===== src/hdl/reset_cause_regs.vh =====
// Constants, register map and field layout of the reset-cause capture block.
// Functional notes
// - Pin-select registers have shadow copies; any unwritten difference in the RC_PPS_MASK bits triggers mismatch reset.
// - Mismatch reset sets status bit 9; only power-on or brown-out clears it.
// - Illegal opcode, uninitialized pointer or security fault reset and set bit 14.
// - Executing a fetched word that decodes illegal causes a device reset instead.
// - A fetched word whose upper eight bits are 0x3F is illegal.
// - Every reset clears working registers 0 to 14 and marks them uninitialized.
// - Using an uninitialized working register as an address pointer resets the device.
// - Flow changes into the protected segment cause a security reset.
// - Call, jump, computed jump, return and branch reloads are program-flow changes.
// - Reloads with an interrupt or trap vector are vector-flow changes.
// - Trap conflict sets bit 15; power-on or brown-out clears it.
// - Master clear pin reset sets bit 7; only power-on clears it.
// - Software reset instruction sets bit 6; power-on or brown-out clears it.
// - Watchdog time-out sets bit 4; power-save, watchdog-clear, power-on, brown-out clear it.
// - Power-save into sleep sets bit 3; power-on or brown-out clears it.
// - Power-save into idle sets bit 2; power-on or brown-out clears it.
// - Brown-out or power-on sets bit 1; power-on also sets bit 0; hardware never clears.
// - Software may set and clear every reset-cause flag.
`ifndef RESET_CAUSE_REGS_VH
`define RESET_CAUSE_REGS_VH

// Register byte offsets.
`define RC_OFF_STATUS    8'h00
`define RC_OFF_CTRL      8'h04
`define RC_OFF_SEG_BASE  8'h08
`define RC_OFF_SEG_LIMIT 8'h0c
`define RC_OFF_PPS0      8'h10
`define RC_OFF_PPS3      8'h1c
`define RC_OFF_WREG_INIT 8'h20

// Register select codes.
`define RC_SEL_STATUS    3'h0
`define RC_SEL_CTRL      3'h1
`define RC_SEL_SEG_BASE  3'h2
`define RC_SEL_SEG_LIMIT 3'h3
`define RC_SEL_PPS       3'h4
`define RC_SEL_WREG_INIT 3'h5
`define RC_SEL_NONE      3'h7

// Status flag positions.
`define RC_BIT_TRAP      15
`define RC_BIT_ILLEGAL   14
`define RC_BIT_MISMATCH  9
`define RC_BIT_EXT       7
`define RC_BIT_SOFT      6
`define RC_BIT_WDT       4
`define RC_BIT_SLEEP     3
`define RC_BIT_IDLE      2
`define RC_BIT_BOR       1
`define RC_BIT_POR       0

// Status implemented bits and power-on value.
`define RC_STATUS_MASK   16'hc2df
`define RC_STATUS_RESET  16'h0003
`define RC_STATUS_KEEP_BOR 16'h0083

// Control, segment and pin-select layout.
`define RC_CTRL_SEC_EN   0
`define RC_SEG_RESET     24'h00_0000
`define RC_PPS_MASK      16'h1f1f
`define RC_PPS_COUNT     4

// Instruction decode.
`define RC_ILLEGAL_OP    8'h3f

// AXI responses.
`define RC_RESP_OKAY     2'b00
`define RC_RESP_SLVERR   2'b10

`endif


===== src/hdl/wreg_init_tracker.v =====
// Working-register initialization tracker with pointer-use checking.
`timescale 1ns/1ps
`default_nettype none

module wreg_init_tracker (
	// Clock and reset.
	input  wire        aclk,
	input  wire        aresetn,
	// Device reset request.
	input  wire        dev_reset,
	// Register writes.
	input  wire        wr_valid,
	input  wire [3:0]  wr_index,
	// Pointer uses.
	input  wire        ptr_valid,
	input  wire [3:0]  ptr_index,
	// State and fault.
	output reg  [14:0] init_mask_q,
	output wire        ptr_fault
);

	// Register 15 is never cleared, so it always reads initialized.
	wire [15:0] init_all;

	assign init_all  = {1'b1, init_mask_q};
	// A pointer use of a register not yet written is a fault.
	assign ptr_fault = ptr_valid & ~init_all[ptr_index];

	// Any reset clears the marks; a write marks its register initialized.
	always @(posedge aclk) begin
		if (!aresetn || dev_reset) begin
			init_mask_q <= 15'h0000;
		end else if (wr_valid && wr_index != 4'hf) begin
			init_mask_q[wr_index] <= 1'b1;
		end
	end

endmodule // wreg_init_tracker

`default_nettype wire


===== src/hdl/reset_cause_capture.v =====
// Reset-cause capture block with AXI4-Lite register access.
`timescale 1ns/1ps
`default_nettype none
`include "reset_cause_regs.vh"

module reset_cause_capture (
	// Clock and reset.
	input  wire        aclk,
	input  wire        aresetn,
	// AXI4-Lite write address.
	input  wire        s_axi_awvalid,
	output wire        s_axi_awready,
	input  wire [7:0]  s_axi_awaddr,
	// AXI4-Lite write data.
	input  wire        s_axi_wvalid,
	output wire        s_axi_wready,
	input  wire [31:0] s_axi_wdata,
	input  wire [3:0]  s_axi_wstrb,
	// AXI4-Lite write response.
	output reg         s_axi_bvalid,
	input  wire        s_axi_bready,
	output reg  [1:0]  s_axi_bresp,
	// AXI4-Lite read address.
	input  wire        s_axi_arvalid,
	output wire        s_axi_arready,
	input  wire [7:0]  s_axi_araddr,
	// AXI4-Lite read data.
	output reg         s_axi_rvalid,
	input  wire        s_axi_rready,
	output reg  [31:0] s_axi_rdata,
	output reg  [1:0]  s_axi_rresp,
	// Core events, same clock.
	input  wire        fetch_valid,
	input  wire [23:0] fetch_word,
	input  wire        wreg_write_valid,
	input  wire [3:0]  wreg_write_index,
	input  wire        wreg_ptr_valid,
	input  wire [3:0]  wreg_ptr_index,
	input  wire        pc_reload_valid,
	input  wire        pc_reload_vector,
	input  wire [23:0] pc_reload_target,
	input  wire        trap_conflict,
	input  wire        software_reset_instruction,
	input  wire        watchdog_timeout,
	input  wire        watchdog_clear_instruction,
	input  wire        power_save_instruction,
	input  wire        power_save_idle,
	// Cell disturbance of pin-select storage.
	input  wire        pps_upset_valid,
	input  wire [1:0]  pps_upset_index,
	input  wire [15:0] pps_upset_mask,
	// Asynchronous reset sources.
	input  wire        master_clear_pin_n,
	input  wire        por_detect,
	input  wire        bor_detect,
	// Outputs.
	output reg         device_reset_req_q,
	output wire [15:0] reset_cause_status,
	output wire [63:0] pps_select
);

	////////////////////////////////////////////////////////////////////////////////
	// Functions.
	// Maps a byte address to a register select code.
	function [2:0] reg_sel;
		input [7:0] a;
		begin
			if (a == `RC_OFF_STATUS)
				reg_sel = `RC_SEL_STATUS;
			else if (a == `RC_OFF_CTRL)
				reg_sel = `RC_SEL_CTRL;
			else if (a == `RC_OFF_SEG_BASE)
				reg_sel = `RC_SEL_SEG_BASE;
			else if (a == `RC_OFF_SEG_LIMIT)
				reg_sel = `RC_SEL_SEG_LIMIT;
			else if (a >= `RC_OFF_PPS0 && a <= `RC_OFF_PPS3 && a[1:0] == 2'b00)
				reg_sel = `RC_SEL_PPS;
			else if (a == `RC_OFF_WREG_INIT)
				reg_sel = `RC_SEL_WREG_INIT;
			else
				reg_sel = `RC_SEL_NONE;
		end
	endfunction

	// Merges write data into an old value under byte strobes.
	function [31:0] wmerge;
		input [31:0] old;
		input [31:0] data;
		input [3:0]  strb;
		integer i;
		begin
			wmerge = old;
			for (i = 0; i < 4; i = i + 1) begin
				if (strb[i])
					wmerge[i*8 +: 8] = data[i*8 +: 8];
			end
		end
	endfunction

	// Decodes the illegal opcode from the upper byte of a fetched word.
	function is_illegal;
		input [23:0] w;
		begin
			is_illegal = (w[23:16] == `RC_ILLEGAL_OP);
		end
	endfunction

	////////////////////////////////////////////////////////////////////////////////
	// Declarations.

	reg  [15:0] status_q;
	reg  [15:0] status_d;
	reg         sec_en_q;
	reg  [23:0] seg_base_q;
	reg  [23:0] seg_limit_q;
	reg  [15:0] pps_q    [0:3];
	reg  [15:0] shadow_q [0:3];
	reg         aw_held_q;
	reg  [7:0]  aw_addr_q;
	reg         w_held_q;
	reg  [31:0] w_data_q;
	reg  [3:0]  w_strb_q;
	reg  [2:0]  master_clear_pin_sync_q;
	reg  [2:0]  por_sync_q;
	reg  [2:0]  bor_sync_q;
	reg  [31:0] rd_word;
	wire        mismatch;
	wire [31:0] status_merged;
	wire [31:0] base_merged;
	wire [31:0] limit_merged;
	wire [31:0] pps_merged;
	wire [14:0] wreg_init;
	wire        wreg_fault;
	wire        wr_fire;
	wire [2:0]  wr_sel;
	wire [2:0]  rd_sel;
	wire [1:0]  wr_pps_idx;
	wire [1:0]  rd_pps_idx;
	wire        ev_master_clear_pin;
	wire        ev_por;
	wire        ev_bor;
	wire        ev_opcode;
	wire        ev_security;
	wire        ev_illegal;
	wire        any_reset;
	integer     k;

	////////////////////////////////////////////////////////////////////////////////
	// Working-register tracker.

	wreg_init_tracker u_wreg (
		.aclk        (aclk),
		.aresetn     (aresetn),
		.dev_reset   (device_reset_req_q),
		.wr_valid    (wreg_write_valid),
		.wr_index    (wreg_write_index),
		.ptr_valid   (wreg_ptr_valid),
		.ptr_index   (wreg_ptr_index),
		.init_mask_q (wreg_init),
		.ptr_fault   (wreg_fault)
	);

	////////////////////////////////////////////////////////////////////////////////
	// Pin synchronisers; stage 0 feeds only stage 1, stage 2 is the edge history.

	always @(posedge aclk) begin
		if (!aresetn) begin
			master_clear_pin_sync_q <= 3'h7;
			por_sync_q  <= 3'h0;
			bor_sync_q  <= 3'h0;
		end else begin
			master_clear_pin_sync_q <= {master_clear_pin_sync_q[1:0], master_clear_pin_n};
			por_sync_q  <= {por_sync_q[1:0], por_detect};
			bor_sync_q  <= {bor_sync_q[1:0], bor_detect};
		end
	end

	// Assertion edges of the synchronised pins.
	assign ev_master_clear_pin = master_clear_pin_sync_q[2] & ~master_clear_pin_sync_q[1];
	assign ev_por  = por_sync_q[1] & ~por_sync_q[2];
	assign ev_bor  = bor_sync_q[1] & ~bor_sync_q[2];

	////////////////////////////////////////////////////////////////////////////////
	// Fault detection.
	// An illegal word reaching execution resets rather than executes.
	assign ev_opcode = fetch_valid & is_illegal(fetch_word);

	// Both program-flow and vector-flow reloads are checked against the segment.
	assign ev_security = sec_en_q & pc_reload_valid &
		(pc_reload_target >= seg_base_q) & (pc_reload_target <= seg_limit_q);

	assign ev_illegal = ev_opcode | wreg_fault | ev_security;

	// Continuous comparison of every pin-select register with its shadow.
	assign mismatch = (((pps_q[0] ^ shadow_q[0]) | (pps_q[1] ^ shadow_q[1]) |
		(pps_q[2] ^ shadow_q[2]) | (pps_q[3] ^ shadow_q[3])) & `RC_PPS_MASK) != 16'h0000;

	// Every source that resets the device.
	assign any_reset = mismatch | ev_illegal | trap_conflict | ev_master_clear_pin |
		software_reset_instruction | watchdog_timeout | ev_por | ev_bor;

	////////////////////////////////////////////////////////////////////////////////
	// AXI4-Lite write path: address and data held independently.
	assign s_axi_awready = ~aw_held_q & ~s_axi_bvalid;
	assign s_axi_wready  = ~w_held_q & ~s_axi_bvalid;
	assign wr_fire       = aw_held_q & w_held_q & ~s_axi_bvalid;
	assign wr_sel        = reg_sel(aw_addr_q);
	assign wr_pps_idx    = aw_addr_q[3:2];
	assign status_merged = wmerge({16'h0000, status_q}, w_data_q, w_strb_q);
	assign base_merged   = wmerge({8'h00, seg_base_q}, w_data_q, w_strb_q);
	assign limit_merged  = wmerge({8'h00, seg_limit_q}, w_data_q, w_strb_q);
	assign pps_merged    = wmerge({16'h0000, shadow_q[wr_pps_idx]}, w_data_q, w_strb_q);

	// Capture of each write channel and the response.
	always @(posedge aclk) begin
		if (!aresetn) begin
			aw_held_q    <= 1'b0;
			aw_addr_q    <= 8'h00;
			w_held_q     <= 1'b0;
			w_data_q     <= 32'h0000_0000;
			w_strb_q     <= 4'h0;
			s_axi_bvalid <= 1'b0;
			s_axi_bresp  <= `RC_RESP_OKAY;
		end else begin
			if (s_axi_awvalid && s_axi_awready) begin
				aw_held_q <= 1'b1;
				aw_addr_q <= s_axi_awaddr;
			end
			if (s_axi_wvalid && s_axi_wready) begin
				w_held_q <= 1'b1;
				w_data_q <= s_axi_wdata;
				w_strb_q <= s_axi_wstrb;
			end
			if (wr_fire) begin
				aw_held_q    <= 1'b0;
				w_held_q     <= 1'b0;
				s_axi_bvalid <= 1'b1;
				s_axi_bresp  <= (wr_sel == `RC_SEL_NONE || wr_sel == `RC_SEL_WREG_INIT) ?
					`RC_RESP_SLVERR : `RC_RESP_OKAY;
			end else if (s_axi_bvalid && s_axi_bready) begin
				s_axi_bvalid <= 1'b0;
			end
		end
	end

	// Control and segment registers.
	always @(posedge aclk) begin
		if (!aresetn) begin
			sec_en_q    <= 1'b0;
			seg_base_q  <= `RC_SEG_RESET;
			seg_limit_q <= `RC_SEG_RESET;
		end else if (wr_fire) begin
			if (wr_sel == `RC_SEL_CTRL)
				sec_en_q <= w_strb_q[0] ? w_data_q[`RC_CTRL_SEC_EN] : sec_en_q;
			if (wr_sel == `RC_SEL_SEG_BASE)
				seg_base_q <= base_merged[23:0];
			if (wr_sel == `RC_SEL_SEG_LIMIT)
				seg_limit_q <= limit_merged[23:0];
		end
	end

	// Pin-select storage: a bus write updates value and shadow together, an upset only
	// the value; a device reset returns both to zero so a mismatch cannot persist.
	always @(posedge aclk) begin
		if (!aresetn || device_reset_req_q) begin
			for (k = 0; k < `RC_PPS_COUNT; k = k + 1) begin
				pps_q[k]    <= 16'h0000;
				shadow_q[k] <= 16'h0000;
			end
		end else begin
			if (pps_upset_valid)
				pps_q[pps_upset_index] <= pps_q[pps_upset_index] ^ pps_upset_mask;
			if (wr_fire && wr_sel == `RC_SEL_PPS) begin
				pps_q[wr_pps_idx]    <= pps_merged[15:0] & `RC_PPS_MASK;
				shadow_q[wr_pps_idx] <= pps_merged[15:0] & `RC_PPS_MASK;
			end
		end
	end

	////////////////////////////////////////////////////////////////////////////////
	// Reset-cause status: writes, then hardware clears, then hardware sets.
	always @* begin
		status_d = status_q;
		if (wr_fire && wr_sel == `RC_SEL_STATUS)
			status_d = status_merged[15:0] & `RC_STATUS_MASK;
		if (ev_por)
			status_d = 16'h0000;
		else if (ev_bor)
			status_d = status_d & `RC_STATUS_KEEP_BOR;
		if (power_save_instruction || watchdog_clear_instruction)
			status_d[`RC_BIT_WDT] = 1'b0;
		if (trap_conflict)
			status_d[`RC_BIT_TRAP] = 1'b1;
		if (ev_illegal)
			status_d[`RC_BIT_ILLEGAL] = 1'b1;
		if (mismatch)
			status_d[`RC_BIT_MISMATCH] = 1'b1;
		if (ev_master_clear_pin)
			status_d[`RC_BIT_EXT] = 1'b1;
		if (software_reset_instruction)
			status_d[`RC_BIT_SOFT] = 1'b1;
		if (watchdog_timeout)
			status_d[`RC_BIT_WDT] = 1'b1;
		if (power_save_instruction && !power_save_idle)
			status_d[`RC_BIT_SLEEP] = 1'b1;
		if (power_save_instruction && power_save_idle)
			status_d[`RC_BIT_IDLE] = 1'b1;
		if (ev_por || ev_bor)
			status_d[`RC_BIT_BOR] = 1'b1;
		if (ev_por)
			status_d[`RC_BIT_POR] = 1'b1;
	end

	// Flags and reset request move on the same edge; the request never clears flags.
	always @(posedge aclk) begin
		if (!aresetn) begin
			status_q           <= `RC_STATUS_RESET;
			device_reset_req_q <= 1'b0;
		end else begin
			status_q           <= status_d;
			device_reset_req_q <= any_reset;
		end
	end

	assign reset_cause_status = status_q;

	// Pin-select values drive the pin mux, register 0 in the low bits.
	assign pps_select = {pps_q[3], pps_q[2], pps_q[1], pps_q[0]};

	////////////////////////////////////////////////////////////////////////////////
	// AXI4-Lite read path.
	assign s_axi_arready = ~s_axi_rvalid;
	assign rd_sel        = reg_sel(s_axi_araddr);
	assign rd_pps_idx    = s_axi_araddr[3:2];

	// Read data selection.
	always @* begin
		case (rd_sel)
			`RC_SEL_STATUS:    rd_word = {16'h0000, status_q};
			`RC_SEL_CTRL:      rd_word = {31'h0000_0000, sec_en_q};
			`RC_SEL_SEG_BASE:  rd_word = {8'h00, seg_base_q};
			`RC_SEL_SEG_LIMIT: rd_word = {8'h00, seg_limit_q};
			`RC_SEL_PPS:       rd_word = {16'h0000, pps_q[rd_pps_idx]};
			`RC_SEL_WREG_INIT: rd_word = {17'h0_0000, wreg_init};
			default:           rd_word = 32'h0000_0000;
		endcase
	end

	// Read response register.
	always @(posedge aclk) begin
		if (!aresetn) begin
			s_axi_rvalid <= 1'b0;
			s_axi_rdata  <= 32'h0000_0000;
			s_axi_rresp  <= `RC_RESP_OKAY;
		end else if (s_axi_arvalid && s_axi_arready) begin
			s_axi_rvalid <= 1'b1;
			s_axi_rdata  <= rd_word;
			s_axi_rresp  <= (rd_sel == `RC_SEL_NONE) ? `RC_RESP_SLVERR : `RC_RESP_OKAY;
		end else if (s_axi_rvalid && s_axi_rready) begin
			s_axi_rvalid <= 1'b0;
		end
	end

endmodule // reset_cause_capture

`default_nettype wire


===== config.mk =====
export PLATFORM = sky130hd
export DESIGN_NAME = reset_cause_capture
export DESIGN_NICKNAME = d
export VERILOG_FILES = /design/src/hdl/wreg_init_tracker.v /design/src/hdl/reset_cause_capture.v
export VERILOG_INCLUDE_DIRS = /design/src /design/src/hdl
export SDC_FILE = /design/constraint.sdc
export NUM_CORES = 1
export LEC_CHECK = 0
export BUFFER_PORTS_ARGS = -buffer_cell sky130_fd_sc_hd__buf_2
export CAP_MARGIN = 15
export CORE_UTILIZATION = 50
export CTS_CLUSTER_SIZE = 10
export DETAILED_ROUTE_END_ITERATION = 8
export GPL_TIMING_DRIVEN = 0
export PLACE_DENSITY = 0.75
export SETUP_SLACK_MARGIN = 0.15
export SKIP_CTS_REPAIR_TIMING = 1
export SLEW_MARGIN = 20
export SYNTH_ARGS = -nofsm -noshare
export SYNTH_HDL_FRONTEND = slang
export SYNTH_SLANG_ARGS = --single-unit

===== constraint.sdc =====
create_clock -name aclk -period 2.2 [get_ports aclk]
set_input_delay 0.11 -clock aclk [delete_from_list [all_inputs] [get_ports aclk]]
set_output_delay 0.11 -clock aclk [all_outputs]
set_load 0.005 [all_outputs]

======== Yosys cells after proc, flatten, opt, wreduce, memory -nomap -nowiden ========
Memories as Yosys holds them, arrays and structs flattened. A register that Yosys moved wholly into a read port is not among the register bits.
Index checks and enable logic that the tools add are counted.
word-level totals
  register bits ........................... 159
  latch bits .............................. 0
  memory bits (writable) .................. 104
  bits in read-only memories .............. 0
  input bits .............................. 148
  output and inout port bits .............. 122
  word-level logic and storage cells ...... 226
  memories kept ........................... 2
memories
  memory    words  bits a word  rd ports  clocked after Yosys merged registers in  wr ports  line                       text
  pps_q     4      16           6         0                                        4         reset_cause_capture.v:116  reg [15:0] pps_q [0:3];
  shadow_q  4      10           5         1                                        4         reset_cause_capture.v:117  reg [15:0] shadow_q [0:3];
cells by class
  add/subtract/negate cells ............... 0
  multiply operators ...................... 0
  divide/modulo/power cells ............... 0
  magnitude comparators ................... 9
  equal/unequal tests ..................... 22
  shift operators ......................... 0
  multiplexer cells ....................... 58
  bitwise operators ....................... 39
  reduce and logical (&&, ||, !) cells .... 64
operators by type and width
  kind                                                 count
  one-hot mux 24 bit (6 select lines)                  1
  two-way mux 16 bit                                   5
  XOR 13 bit                                           4
  nonzero test 4 bit                                   12
  bitwise OR 13 bit                                    3
  equality test 8 x 4 -> 1 bit, second input constant  4
  OR reduction 16 bit                                  2
  two-way mux 1 bit                                    26
  equality test 8 x 6 -> 1 bit, second input constant  3
  >= comparator 24 bit                                 1
  <= comparator 24 bit                                 1
  two-way mux 3 bit                                    8
  two-way mux 2 bit                                    11
  AND reduction 3 bit                                  7
  equality test 3 bit, second input constant           6
  equality test 8 x 3 -> 1 bit, second input constant  2
  >= comparator 8 x 5 -> 1 bit, second input constant  2
  <= comparator 8 x 5 -> 1 bit, second input constant  2
  zero test 8 bit                                      2
  two-way mux 8 bit                                    2
  nonzero test 16 bit                                  1
  XOR 16 bit                                           1
  logical AND 1 bit                                    15
  bitwise OR 15 bit                                    1
  21 further kinds                                     70

======== Longest topological paths before layout ========
Gate-level depths: netlist (run 1).
  word-level depth ........................ 15
  mapped depth ............................ 9
  gate-level depth less buffers ........... 9

======== Cells and area by module ========
A second synthesis (run 1) with hierarchy kept.
second synthesis, totals
  cells, all modules ...................... 1,375
  area total of the unflattened synthesis .. 13,407.9 µm²
modules (own cells, without submodules)
  module               times used  cells each  area an instance (µm²)  sequential area each (µm²)
  reset_cause_capture  1           1,307       12,753.5                5,605.4
  wreg_init_tracker    1           68          654.4                   300.3

======== Worst setup path before layout (run 1) ========
No wires, ideal clock.
  path type ............................... register to register
  from .................................... register aw_addr_q[1]
  to ...................................... memory pps_q[2][0] (enable)
  library setup time ...................... 349 ps
  arrival ................................. 2,104 ps
  required time ........................... 1,851 ps
  setup slack ............................. -253 ps
  cell stages (with the launch flop) ...... 8
  buffers on the path ..................... 2
  clock period less this slack ............ 2,453 ps
  path through ............................ dfxtp_1 -> or4_4 -> nor3_4 -> nand3_2 -> or3b_1 -> buf_2 -> buf_6 -> nand3_1
RTL lines
  element                   line                       text
  start: declaration        reset_cause_capture.v:119  reg [7:0] aw_addr_q;
  start signal: assignment  reset_cause_capture.v:227  aw_addr_q <= s_axi_awaddr;
  end: declaration          reset_cause_capture.v:116

==> summary.txt, run 1 <==
Final layout
  • # fillers: about 1,900
  • Multi-input logic area: ~7600 µm²
  • Design Area, Final: ~18,000 µm²
  • Share of cells above drive strength 1: 0.3579
  • # nets final: about 1,900
  • Syn-to-layout area delta: 36.69%
  • Reg area: between 5000 and 6000 µm²
  • Final Non-Filler Cells: between 2,000 and 2,500

Synthesis
  • Most frequent cell after synthesis: nand2_1
  • EDFF count, synth: 80
  • Register area share after synthesis: 0.4531
  • Post-synth ARST share: 0
  • Synthesized area: 13,030 µm²
  • Largest family of logic cells by synthesized area: simple AND/OR/NAND/NOR gates
  • FF+latch count, synth: between 200 and 300
  • Commonest cells post-synth: nand2_1 (209), dfxtp_1 (175), nor2_1 (142), a21oi_1 (137), edfxtp_1 (80)
  • Synth top area share: 0.2688
  • Synth Area in Compound Gates: 0.1340
  • Synth Area in XOR/XNOR: 0.03763
  • Top cells by area, synth: dfxtp_1 (27%), edfxtp_1 (18%), mux4_2 (7.9%)
  • Mux share of post-synthesis cell area: 0.1038
  • Yosys warnings: 0
  • Syn Inst Count: 1,368
  • Post-synth top flop: dfxtp_1
  • Synth Area in Simple Gates: 0.1726
  • Synth cell types: 61
  • Yosys top cell by area: dfxtp_1
  • Avg Cell Area, Syn: 9.528 µm²
  • Post-synthesis adder-cell area fraction: 0.04608

Clocking
  • Max H-tree Level: 1
  • Num CTS Buffers: 30
  • CTS Buffer Depth: 3
  • Clk_lat worst skew: 570 ps
  • TritonCTS Sinks: around 260
  • Clk slew on worst S/H paths: ~60 ps
  • Root Driver: clkbuf_16
  • CTS tree: done

Worst setup path
  • Reg-to-reg endpoint: pps_q[1][1]$_DFFE_PP_
  • CP startpoint kind: flip-flop
  • Critical path peak fanout: 6
  • Critical path launch point: aw_addr_q[6]$_SDFFE_PN0P_
  • Crit Reg-Reg Startpoint: aw_addr_q[6]$_SDFFE_PN0P_
  • Reg2reg setup slack: -350 ps
  • FF-to-FF path depth: 8
  • CP Class: flip-flop to flip-flop
  • Critical Path AT: approximately 2800 ps
  • Setup crit end kind: flip-flop
  • Critical path data required time: approximately 2500 ps

Timing
  • Worst Skew: roughly 21 ps
  • Final Hold Vio Count: 6
  • Final setup fails: approximately 140
  • Rel. slew slack: 0.3343
  • Max Slew Vio Count: 0
  • Hold WS: -16.50 ps
  • Crit share post-route: 1.159
  • PnR worst setup slack: -350.7 ps
  • Measured slew at the worst slew-check pin: between 900 and 1000 ps
  • RSZ-0062 raised after global routing: yes
  • Peak Freq: 392.1 MHz
  • TNS Setup: -24,240 ps
  • Post-route minimum period: 2551 ps

Global route
  • Largest net degree at the start of global routing: 15
  • First-pass GRT wire length: ~63 mm
  • Vias in the first global route: roughly 11,000
  • GRT Util Overall: 0.3113
  • Initial antenna violation count: 1
  • Remaining Overflow, GRT: 0

Detailed routing
  • Via density: just over 6
  • 1st-pass router iterations: 5
  • Antenna-violating nets left: 0
  • DR iter-0 viols: roughly 1,500
  • Per-cell routed wire length: 22.90 µm
  • DR DRC count: 0
  • Drt total wl: ~48 mm
  • Routed via count: ~13,000

Die
  • Die Area: roughly 27,000 µm²
  • FP Rows: just under 60
  • Chip width: roughly 160 µm
  • Ports: between 200 and 300
  • Core area: about 25,000 µm²
  • Die height: approximately 160 µm
  • Initial Utilization: 0.5132

Placement
  • Post-DP HPWL: 32.67 mm
  • RD Place Congestion: approximately 0.95
  • Placed insts: between 1,500 and 2,000
  • PortBufs: 224
  • Placed inst area: ~15,000 µm²

Run
  • Max Cap Viol: 0

Pwr
  • VDD IR-drop max: 0.4799 mV
  • Leak pwr: 0.006923 µW
  • PD cells: around 630 nW/µm²

Outcome
  • Outcome: finished with violations
  • Violations in the final reports: negative hold slack, negative setup slack

Hold path
  • Hold Path Stages: 4
  • Worst Hold Endpoint: u_wreg.init_mask_q[8]$_SDFFE_PP0P_
  • Hold_sp: wreg_write_index[2]
  • Worst Hold Class: primary input to flip-flop
==> cell usage in the layout (no fill, tap or decap), types with 29 or more instances in the layout <==
master	n
edfxtp_1	80
buf_4	57
dfxtp_1	154
xnor2_1	39
dlygate4sd3_1	51
buf_2	232
nor2_1	121
clkbuf_16	34
clkbuf_1	50
inv_1	52
a21oi_2	29
mux4_2	46
ha_1	38
a21oi_1	107
nand2_1	174
==> routing by layer <==
layer	global-route usage	part of all wire
met2	0.5029	0.48
met3	0.06602	0.10
met4	0.1296	0.054
met5	0	0
met1	0.4042	0.36
==> stage by stage <==
step / utilization / worst slack (ps) / total power (µW) / hold slack (ps)
after floorplan: - / -53.58 / 5917 / 183.0
after global placement: 0.5790 / -748.9 / 6402 / 301.7
after detailed placement: 0.5790 / -725.3 / 6432 / 300.4
after CTS: 0.6129 / -721.3 / 10860 / -270.8
after global routing: 0.7014 / -388.1 / 11550 / -1.178
final: 0.7014 / -350.7 / 11280 / -16.50
==> worst max-delay path by stage <==
stage	to	slack [ps]	depth (start not counted)
final	pps_q[1][1]$_DFFE_PP_	-350	8
after global routing	pps_q[1][1]$_DFFE_PP_	-390	8
after CTS	shadow_q[3][1]$_DFFE_PP_	-720	4
after detailed placement	s_axi_rdata[7]$_SDFFE_PN0P_	-730	9
after global placement	shadow_q[3][3]$_DFFE_PP_	-750	6
after floorplan	pps_q[2][0]$_DFFE_PP_	-50	7
==> sequential cells by signal, summed over array words and instances (netlist names), 3 cells and up, named ones only <==
name and flops:
bor_sync_q 3, w_data_q 24, u_wreg.init_mask_q 15, seg_limit_q 24
master_clear_pin_sync_q 3, seg_base_q 24, shadow_q 40, reset_cause_status 10
por_sync_q 3, pps_q 64, aw_addr_q 8, s_axi_rdata 24
w_strb_q 3
==> power breakdown <==
group,switching [µW],internal [µW]
sequential,188,5000
clock,1970,2610
combinational,850,658
==> kinds of logic after synthesis <==
group                    count (synthesis)
AO/OA/AOI/OAI                          286
XOR/XNOR                                56
adder cells (fa/ha/maj)                 48
buffers and inverters                  153
flip-flops                             255
multiplexers                            77
other                                    1
AND/OR/NAND/NOR                        492
==> worst max-delay path, stage by stage, from the launching register on <==
cell	delay, ps
dfxtp_2	320
or4_4	550
nor3_4	330
nand3_2	150
or3b_1	400
buf_6	170
nand2b_4	110
buf_8	150
o22ai_2	100
==> final cells by class <==
| type | instances | area share |
|---|---|---|
| diodes | 1 | 0.0001405 |
| plain buffers | 94 | 0.03385 |
| clock buffers | 44 | 0.04741 |
| clock inverters | 3 | 0.0009130 |
| inverters | 58 | 0.01236 |
| multi-input cells | 980 | 0.4253 |
| flip-flops and latches | 255 | 0.3330 |
| well taps | 330 | 0.02318 |
| repair buffers | 331 | 0.1235 |
| repair inverters | 1 | 0.0004214 |
Note: power is estimated with default switching activity, not from simulation.
==> run 2: changes to the inputs <==
Settings changed: SETUP_SLACK_MARGIN 0.15 to 0.4.
Clock period 2.2 ns to 2.25 ns, I/O delays scaled along.
==> summary.txt, run 2 (synthesis results as in run 1) <==
Clocking
  • Max H-tree Level: 1 (unchanged)
  • Clk slew on worst S/H paths: 60 ps (about the same)
  • Clk_lat worst skew: 560 ps (about the same)
  • CTS Buffer Depth: 3 (unchanged)
  • TritonCTS Sinks: 255 (unchanged)
  • CTS tree: done
  • Root Driver: clkbuf_16
  • Num CTS Buffers: 30 (unchanged)

Global route
  • Largest net degree at the start of global routing: 15 (unchanged)
  • Initial antenna violation count: 0 (-1)
  • Vias in the first global route: 10,947 (-1.7%)
  • GRT Util Overall: 0.3086 (-0.002748)
  • First-pass GRT wire length: 62.33 mm (-0.80%)
  • Remaining Overflow, GRT: 0 (unchanged)

Worst setup path
  • CP startpoint kind: flip-flop
  • Critical path peak fanout: 5 (-1)
  • Setup crit end kind: flip-flop
  • Critical Path AT: 2900 ps (+70 ps)
  • CP Class: flip-flop to flip-flop
  • Critical path data required time: 2530 ps (+50 ps)

Detailed routing
  • Via density: 6.118 (+0.47%)
  • Drt total wl: 49.49 mm (+3.0%)
  • DR DRC count: 0 (unchanged)
  • 1st-pass router iterations: 6 (+1)
  • Per-cell routed wire length: 23.29 µm (+1.7%)
  • Antenna-violating nets left: 0 (unchanged)
  • DR iter-0 viols: 1,348 (-7.6%)
  • Routed via count: 13,000 (+1.8%)

Timing
  • Post-route minimum period: 2625 ps (+73.97 ps)
  • Crit share post-route: 1.166 (+0.007110)
  • Rel. slew slack: 0.3188 (-0.01552)
  • Max Slew Vio Count: 0 (unchanged)
  • Measured slew at the worst slew-check pin: 1011 ps (+23.04 ps)
  • Final Hold Vio Count: 6 (unchanged)
  • PnR worst setup slack: -374.6 ps (-23.97 ps)
  • Hold WS: -14.80 ps (+1.698 ps)
  • Peak Freq: 381.0 MHz (-2.8%)
  • Worst Skew: 14.34 ps (-6.305 ps)
  • Final setup fails: 152 (+6.3%)
  • RSZ-0062 raised after global routing: yes

Final layout
  • Syn-to-layout area delta: 40.36%
  • Most frequent cells in the layout: buf_2 (233), nand2_1 (190), dfxtp_1 (162)
  • Max FFs per register: 64 (unchanged)
  • Largest registers: pps_q (64), shadow_q (40)
  • Top reg by flops: pps_q
  • Share of cells above drive strength 1: 0.3699 (+0.01205)
  • Design Area, Final: 18,290 µm² (+2.7%)
  • Most common cell after layout, fill and taps aside: buf_2
  • Diode count: 0 (-1)
  • # nets final: 1,975 (+1.4%)
  • Final Non-Filler Cells: 2,125 (+1.3%)

Placement
  • Post-DP HPWL: 32.31 mm (-1.1%)
  • Placed insts: 1,937 (unchanged)
  • PortBufs: 224 (unchanged)
  • RD Place Congestion: 0.9264 (-2.4%)
  • Pre-CTS WS: -781.1 ps (-55.79 ps)
  • Placed inst area: 14,840 µm² (+0.89%)

Die
  • Ports: 270 (unchanged)
  • Die Area: 26,720 µm² (unchanged)
  • Initial Utilization: 0.5132 (unchanged)
  • Chip width: 163.5 µm (unchanged)
  • Die height: 163.5 µm (unchanged)
  • FP Rows: 58 (unchanged)
  • Core area: 25,400 µm² (unchanged)

Run
  • Max Cap Viol: 0 (unchanged)

Pwr
  • Pwr Total: 11,210 µW (-0.53%)
  • VDD IR-drop max: 0.6717 mV (+40%)
  • PD cells: 613.0 nW/µm² (-3.1%)
  • Leak pwr: 0.007140 µW (+3.1%)

Hold path
  • Worst Hold Class: primary input to flip-flop

Outcome
  • Violations in the final reports: negative hold slack, negative setup slack
  • Outcome: finished with violations
## run 2: changes by cell type in the layout (fill, tap and decap cells not counted), moves of 8 or more
cell	delta
nor2_4	+12
nor2_1	-11
dfxtp_2	-10
ha_1	+8
buf_4	+13
o21ai_2	+8
o22ai_2	+8
o21ai_0	-11
nand2_1	+16
nand2_2	-15
dfxtp_1	+8
## run 2: critical path, stage by stage, from the launching register on
cell and delay, ps:
dfxtp_2 320, or4_4 550, nor3_4 350, nand4_1 380, nand4_1 410, clkbuf_8 250, o22ai_2 90
## run 2: area by class of cell
cell class | count | area [µm²]
inverter | 58 | 222.7
clock inverter | 2 | 10.01
multi-input combinational | 980 | 7656
timing repair buffer | 359 | 2555
buffer | 95 | 646.9
clock buffer | 46 | 863.3
sequential | 255 | 5927
tap | 330 | 412.9
fill | 1729 | 7106
## run 2: path summary, 6_finish.rpt
check | start | end | slack (ps) | cells after the start
max reg2reg | aw_addr_q[6]$_SDFFE_PN0P_ | pps_q[0][11]$_DFFE_PP_ | -370 | 6
min | pps_upset_mask[6] | pps_q[0][6]$_SDFFE_PP0P_ | -10 | 4
min reg2reg | master_clear_pin_sync_q[0]$_SDFF_PN1_ | master_clear_pin_sync_q[1]$_SDFF_PN1_ | 430 | 1
max | aw_addr_q[6]$_SDFFE_PN0P_ | pps_q[0][11]$_DFFE_PP_ | -370 | 6
## run 2: routing by layer
| layer | track usage | vias up | wire length, µm |
|---|---|---|---|
| met5 | 0 | - | 0 |
| met4 | 0.1183 | 0 | 2667 |
| met3 | 0.04698 | 199 | 5155 |
| met2 | 0.5094 | 962 | 23460 |
| met1 | 0.4069 | 6151 | 18200 |
| li1 | - | 5688 | - |
## run 2: through the flow
step | setup TNS [ps] | util | hold slack [ps]
floorplan | -35.82 | - | 185.5
global placement | -40030 | 0.5842 | 302.7
detailed placement | -46060 | 0.5842 | 304.3
CTS | -36470 | 0.6186 | -266.6
global route | -32560 | 0.7202 | 10.64
finish | -28060 | 0.7202 | -14.80
## run 2: power breakdown
part	switching, µW	leakage (µW)	total (µW)	internal (µW)
logic	879	0.00439	1580	699
clock network	1960	0.000425	4560	2600
registers	183	0.00232	5070	4890
==> run 3: changes to the inputs <==
Settings changed: CORE_UTILIZATION 50 to 45, PLACE_DENSITY 0.75 to 0.68.
==> summary.txt, run 3 (synthesis results as in run 1) <==
Outcome
  • Outcome: finished with violations
  • Violations in the final reports: negative hold slack, negative setup slack

Final layout
  • Most common cell after layout, fill and taps aside: buf_2
  • # fillers: 2,164 (+25%)
  • Syn-to-layout area delta: 40.47% (about the same)
  • # nets final: 1,991 (+0.81%)
  • Top reg by flops: pps_q
  • Multi-input logic area: 7492 µm² (-2.1%)
  • Share of cells above drive strength 1: 0.3604 (-0.009496)
  • Most frequent cells in the layout: buf_2 (233), nand2_1 (194), dfxtp_1 (157)
  • Max FFs per register: 64 (unchanged)
  • Largest registers: pps_q (64), shadow_q (40)
  • Reg area: 5928 µm² (about the same)

Die
  • Die Area: 29,650 µm² (+11%)
  • Chip width: 172.2 µm (+5.3%)
  • Die height: 172.2 µm (+5.3%)
  • Core area: 28,160 µm² (+11%)
  • Ports: 270 (unchanged)
  • FP Rows: 61 (+5.2%)
  • Initial Utilization: 0.4628 (-0.05036)

Detailed routing
  • Routed via count: 12,800 (-1.5%)
  • Drt total wl: 47.92 mm (-3.2%)
  • Per-cell routed wire length: 21.90 µm (-6.0%)
  • DR iter-0 viols: 1,259 (-6.6%)
  • 1st-pass router iterations: 6 (unchanged)
  • Via density: 5.850 (-4.4%)
  • Antenna-violating nets left: 0 (unchanged)
  • DR DRC count: 0 (unchanged)

Timing
  • Post-route minimum period: 2534 ps (-91.03 ps)
  • TNS Setup: -17,460 ps (+10,600 ps)
  • PnR worst setup slack: -283.6 ps (+91.03 ps)
  • Crit share post-route: 1.126 (-0.04046)
  • Worst Skew: 11.91 ps (-2.424 ps)
  • Rel. slew slack: 0.5063 (+0.1876)
  • Final Hold Vio Count: 10 (+4)
  • RSZ-0062 raised after global routing: yes
  • Max Slew Vio Count: 0 (unchanged)
  • Measured slew at the worst slew-check pin: 732.8 ps (-278.4 ps)
  • Hold WS: -26.64 ps (-11.84 ps)
  • Final setup fails: 99 (-35%)
  • Peak Freq: 394.7 MHz (+3.6%)

Clocking
  • Max H-tree Level: 1 (unchanged)
  • Root Driver: clkbuf_16
  • CTS tree: done
  • Num CTS Buffers: 30 (unchanged)
  • TritonCTS Sinks: 255 (unchanged)
  • Clk_lat worst skew: 560 ps (about the same)
  • Clk slew on worst S/H paths: 60 ps (about the same)
  • CTS Buffer Depth: 3 (unchanged)

Pwr
  • Clock share of power: 0.403 (-0.004)
  • Switching Power: 2915 µW (-3.7%)
  • Pwr Total: 11,150 µW (-0.62%)
  • Comb power frac: 0.141 (about the same)
  • Flop pwr share: 0.456 (+0.004)
  • Pint: 8230 µW (+0.52%)
  • Sw Ratio: 0.2616 (-0.008362)
  • VDD IR-drop max: 0.7674 mV (+14%)
  • PD cells: 608.7 nW/µm² (-0.70%)
  • Leak pwr: 0.007200 µW (+0.84%)

Global route
  • Largest net degree at the start of global routing: 15 (unchanged)
  • First-pass GRT wire length: 64.12 mm (+2.9%)
  • Remaining Overflow, GRT: 0 (unchanged)
  • GRT Util Overall: 0.2921 (-0.01645)
  • Initial antenna violation count: 2 (+2)
  • Vias in the first global route: 11,027 (+0.73%)

Worst setup path
  • CP startpoint kind: flip-flop
  • Setup crit end kind: flip-flop
  • Critical Path AT: 2830 ps (-70 ps)
  • CP Class: flip-flop to flip-flop
  • Critical path data required time: 2550 ps (+20 ps)
  • Critical path peak fanout: 5 (unchanged)

Hold path
  • Worst Hold Class: primary input to flip-flop

Placement
  • Post-DP HPWL: 33.35 mm (+3.2%)
  • PortBufs: 224 (unchanged)
  • RD Place Congestion: 0.9678 (+4.5%)

Run
  • Max Cap Viol: 0 (unchanged)
run 3: changes by cell type in the layout (fill, tap and decap cells not counted), moves of 6 or more:
cell     change
o22ai_2     -13
o21ai_1      -6
nor2_4       -9
nor2_1      +14
buf_4       +14
dfxtp_2      +7
o22ai_1     +16
run 3: power by group through the flow:
stage          logic, µW  clock network (µW)  registers (µW)
6_report            1580                4490            5080
5_1_grt             1670                4680            5090
4_1_cts             1150                4480            5080
3_5_place_dp        1140                   0            5180
3_3_place_gp        1120                   0            5180
2_1_floorplan        701                   0            5090
run 3: worst max-delay path, cell delays in order (launching register included):
cell       delay (ps)
dfxtp_2           320
or4_4             560
nor3_4            320
nand3_4           150
or3b_4            430
buf_8             150
nand2b_4          100
clkbuf_16         160
o22ai_1            80
run 3: layout make-up:
class,instances,area share
antenna,1,0.0001367
sequential,255,0.3238
clock buffer,46,0.04770
inverter,58,0.01216
timing repair inverter,1,0.0003417
timing repair buffer,375,0.1458
buffer,95,0.03506
multi-input combinational,979,0.4092
tap,378,0.02583
run 3: metal layers:
layer / track usage / part of all wire
met5: 0 / 0
met4: 0.1270 / 0.053
met3: 0.04944 / 0.11
met2: 0.4998 / 0.47
met1: 0.3617 / 0.37
run 3: per-stage QoR:
| stage | instances | instance area (µm²) | worst slack, ps | utilization | hold slack [ps] |
|---|---|---|---|---|---|
| finish | 2188 | 18310 | -283.6 | 0.6501 | -26.64 |
| global route | 2188 | 18310 | -337.7 | 0.6501 | 2.517 |
| global placement | 1985 | 14900 | -834.7 | 0.5290 | 301.4 |
| floorplan | 1383 | 13300 | -3.582 | - | 185.5 |
| CTS | 2031 | 15770 | -810.9 | 0.5600 | -272.9 |
| detailed placement | 1985 | 14900 | -848.7 | 0.5290 | 302.7 |
run 3: worst paths after layout:
path	depth (start not counted)	end	startpoint	slack (ps)
min reg2reg	1	master_clear_pin_sync_q[1]$_SDFF_PN1_	master_clear_pin_sync_q[0]$_SDFF_PN1_	400
max reg2reg	8	pps_q[1][3]$_DFFE_PP_	aw_addr_q[6]$_SDFFE_PN0P_	-280
min	4	u_wreg.init_mask_q[3]$_SDFFE_PP0P_	wreg_write_index[3]	-30
max	8	pps_q[1][3]$_DFFE_PP_	aw_addr_q[6]$_SDFFE_PN0P_	-280
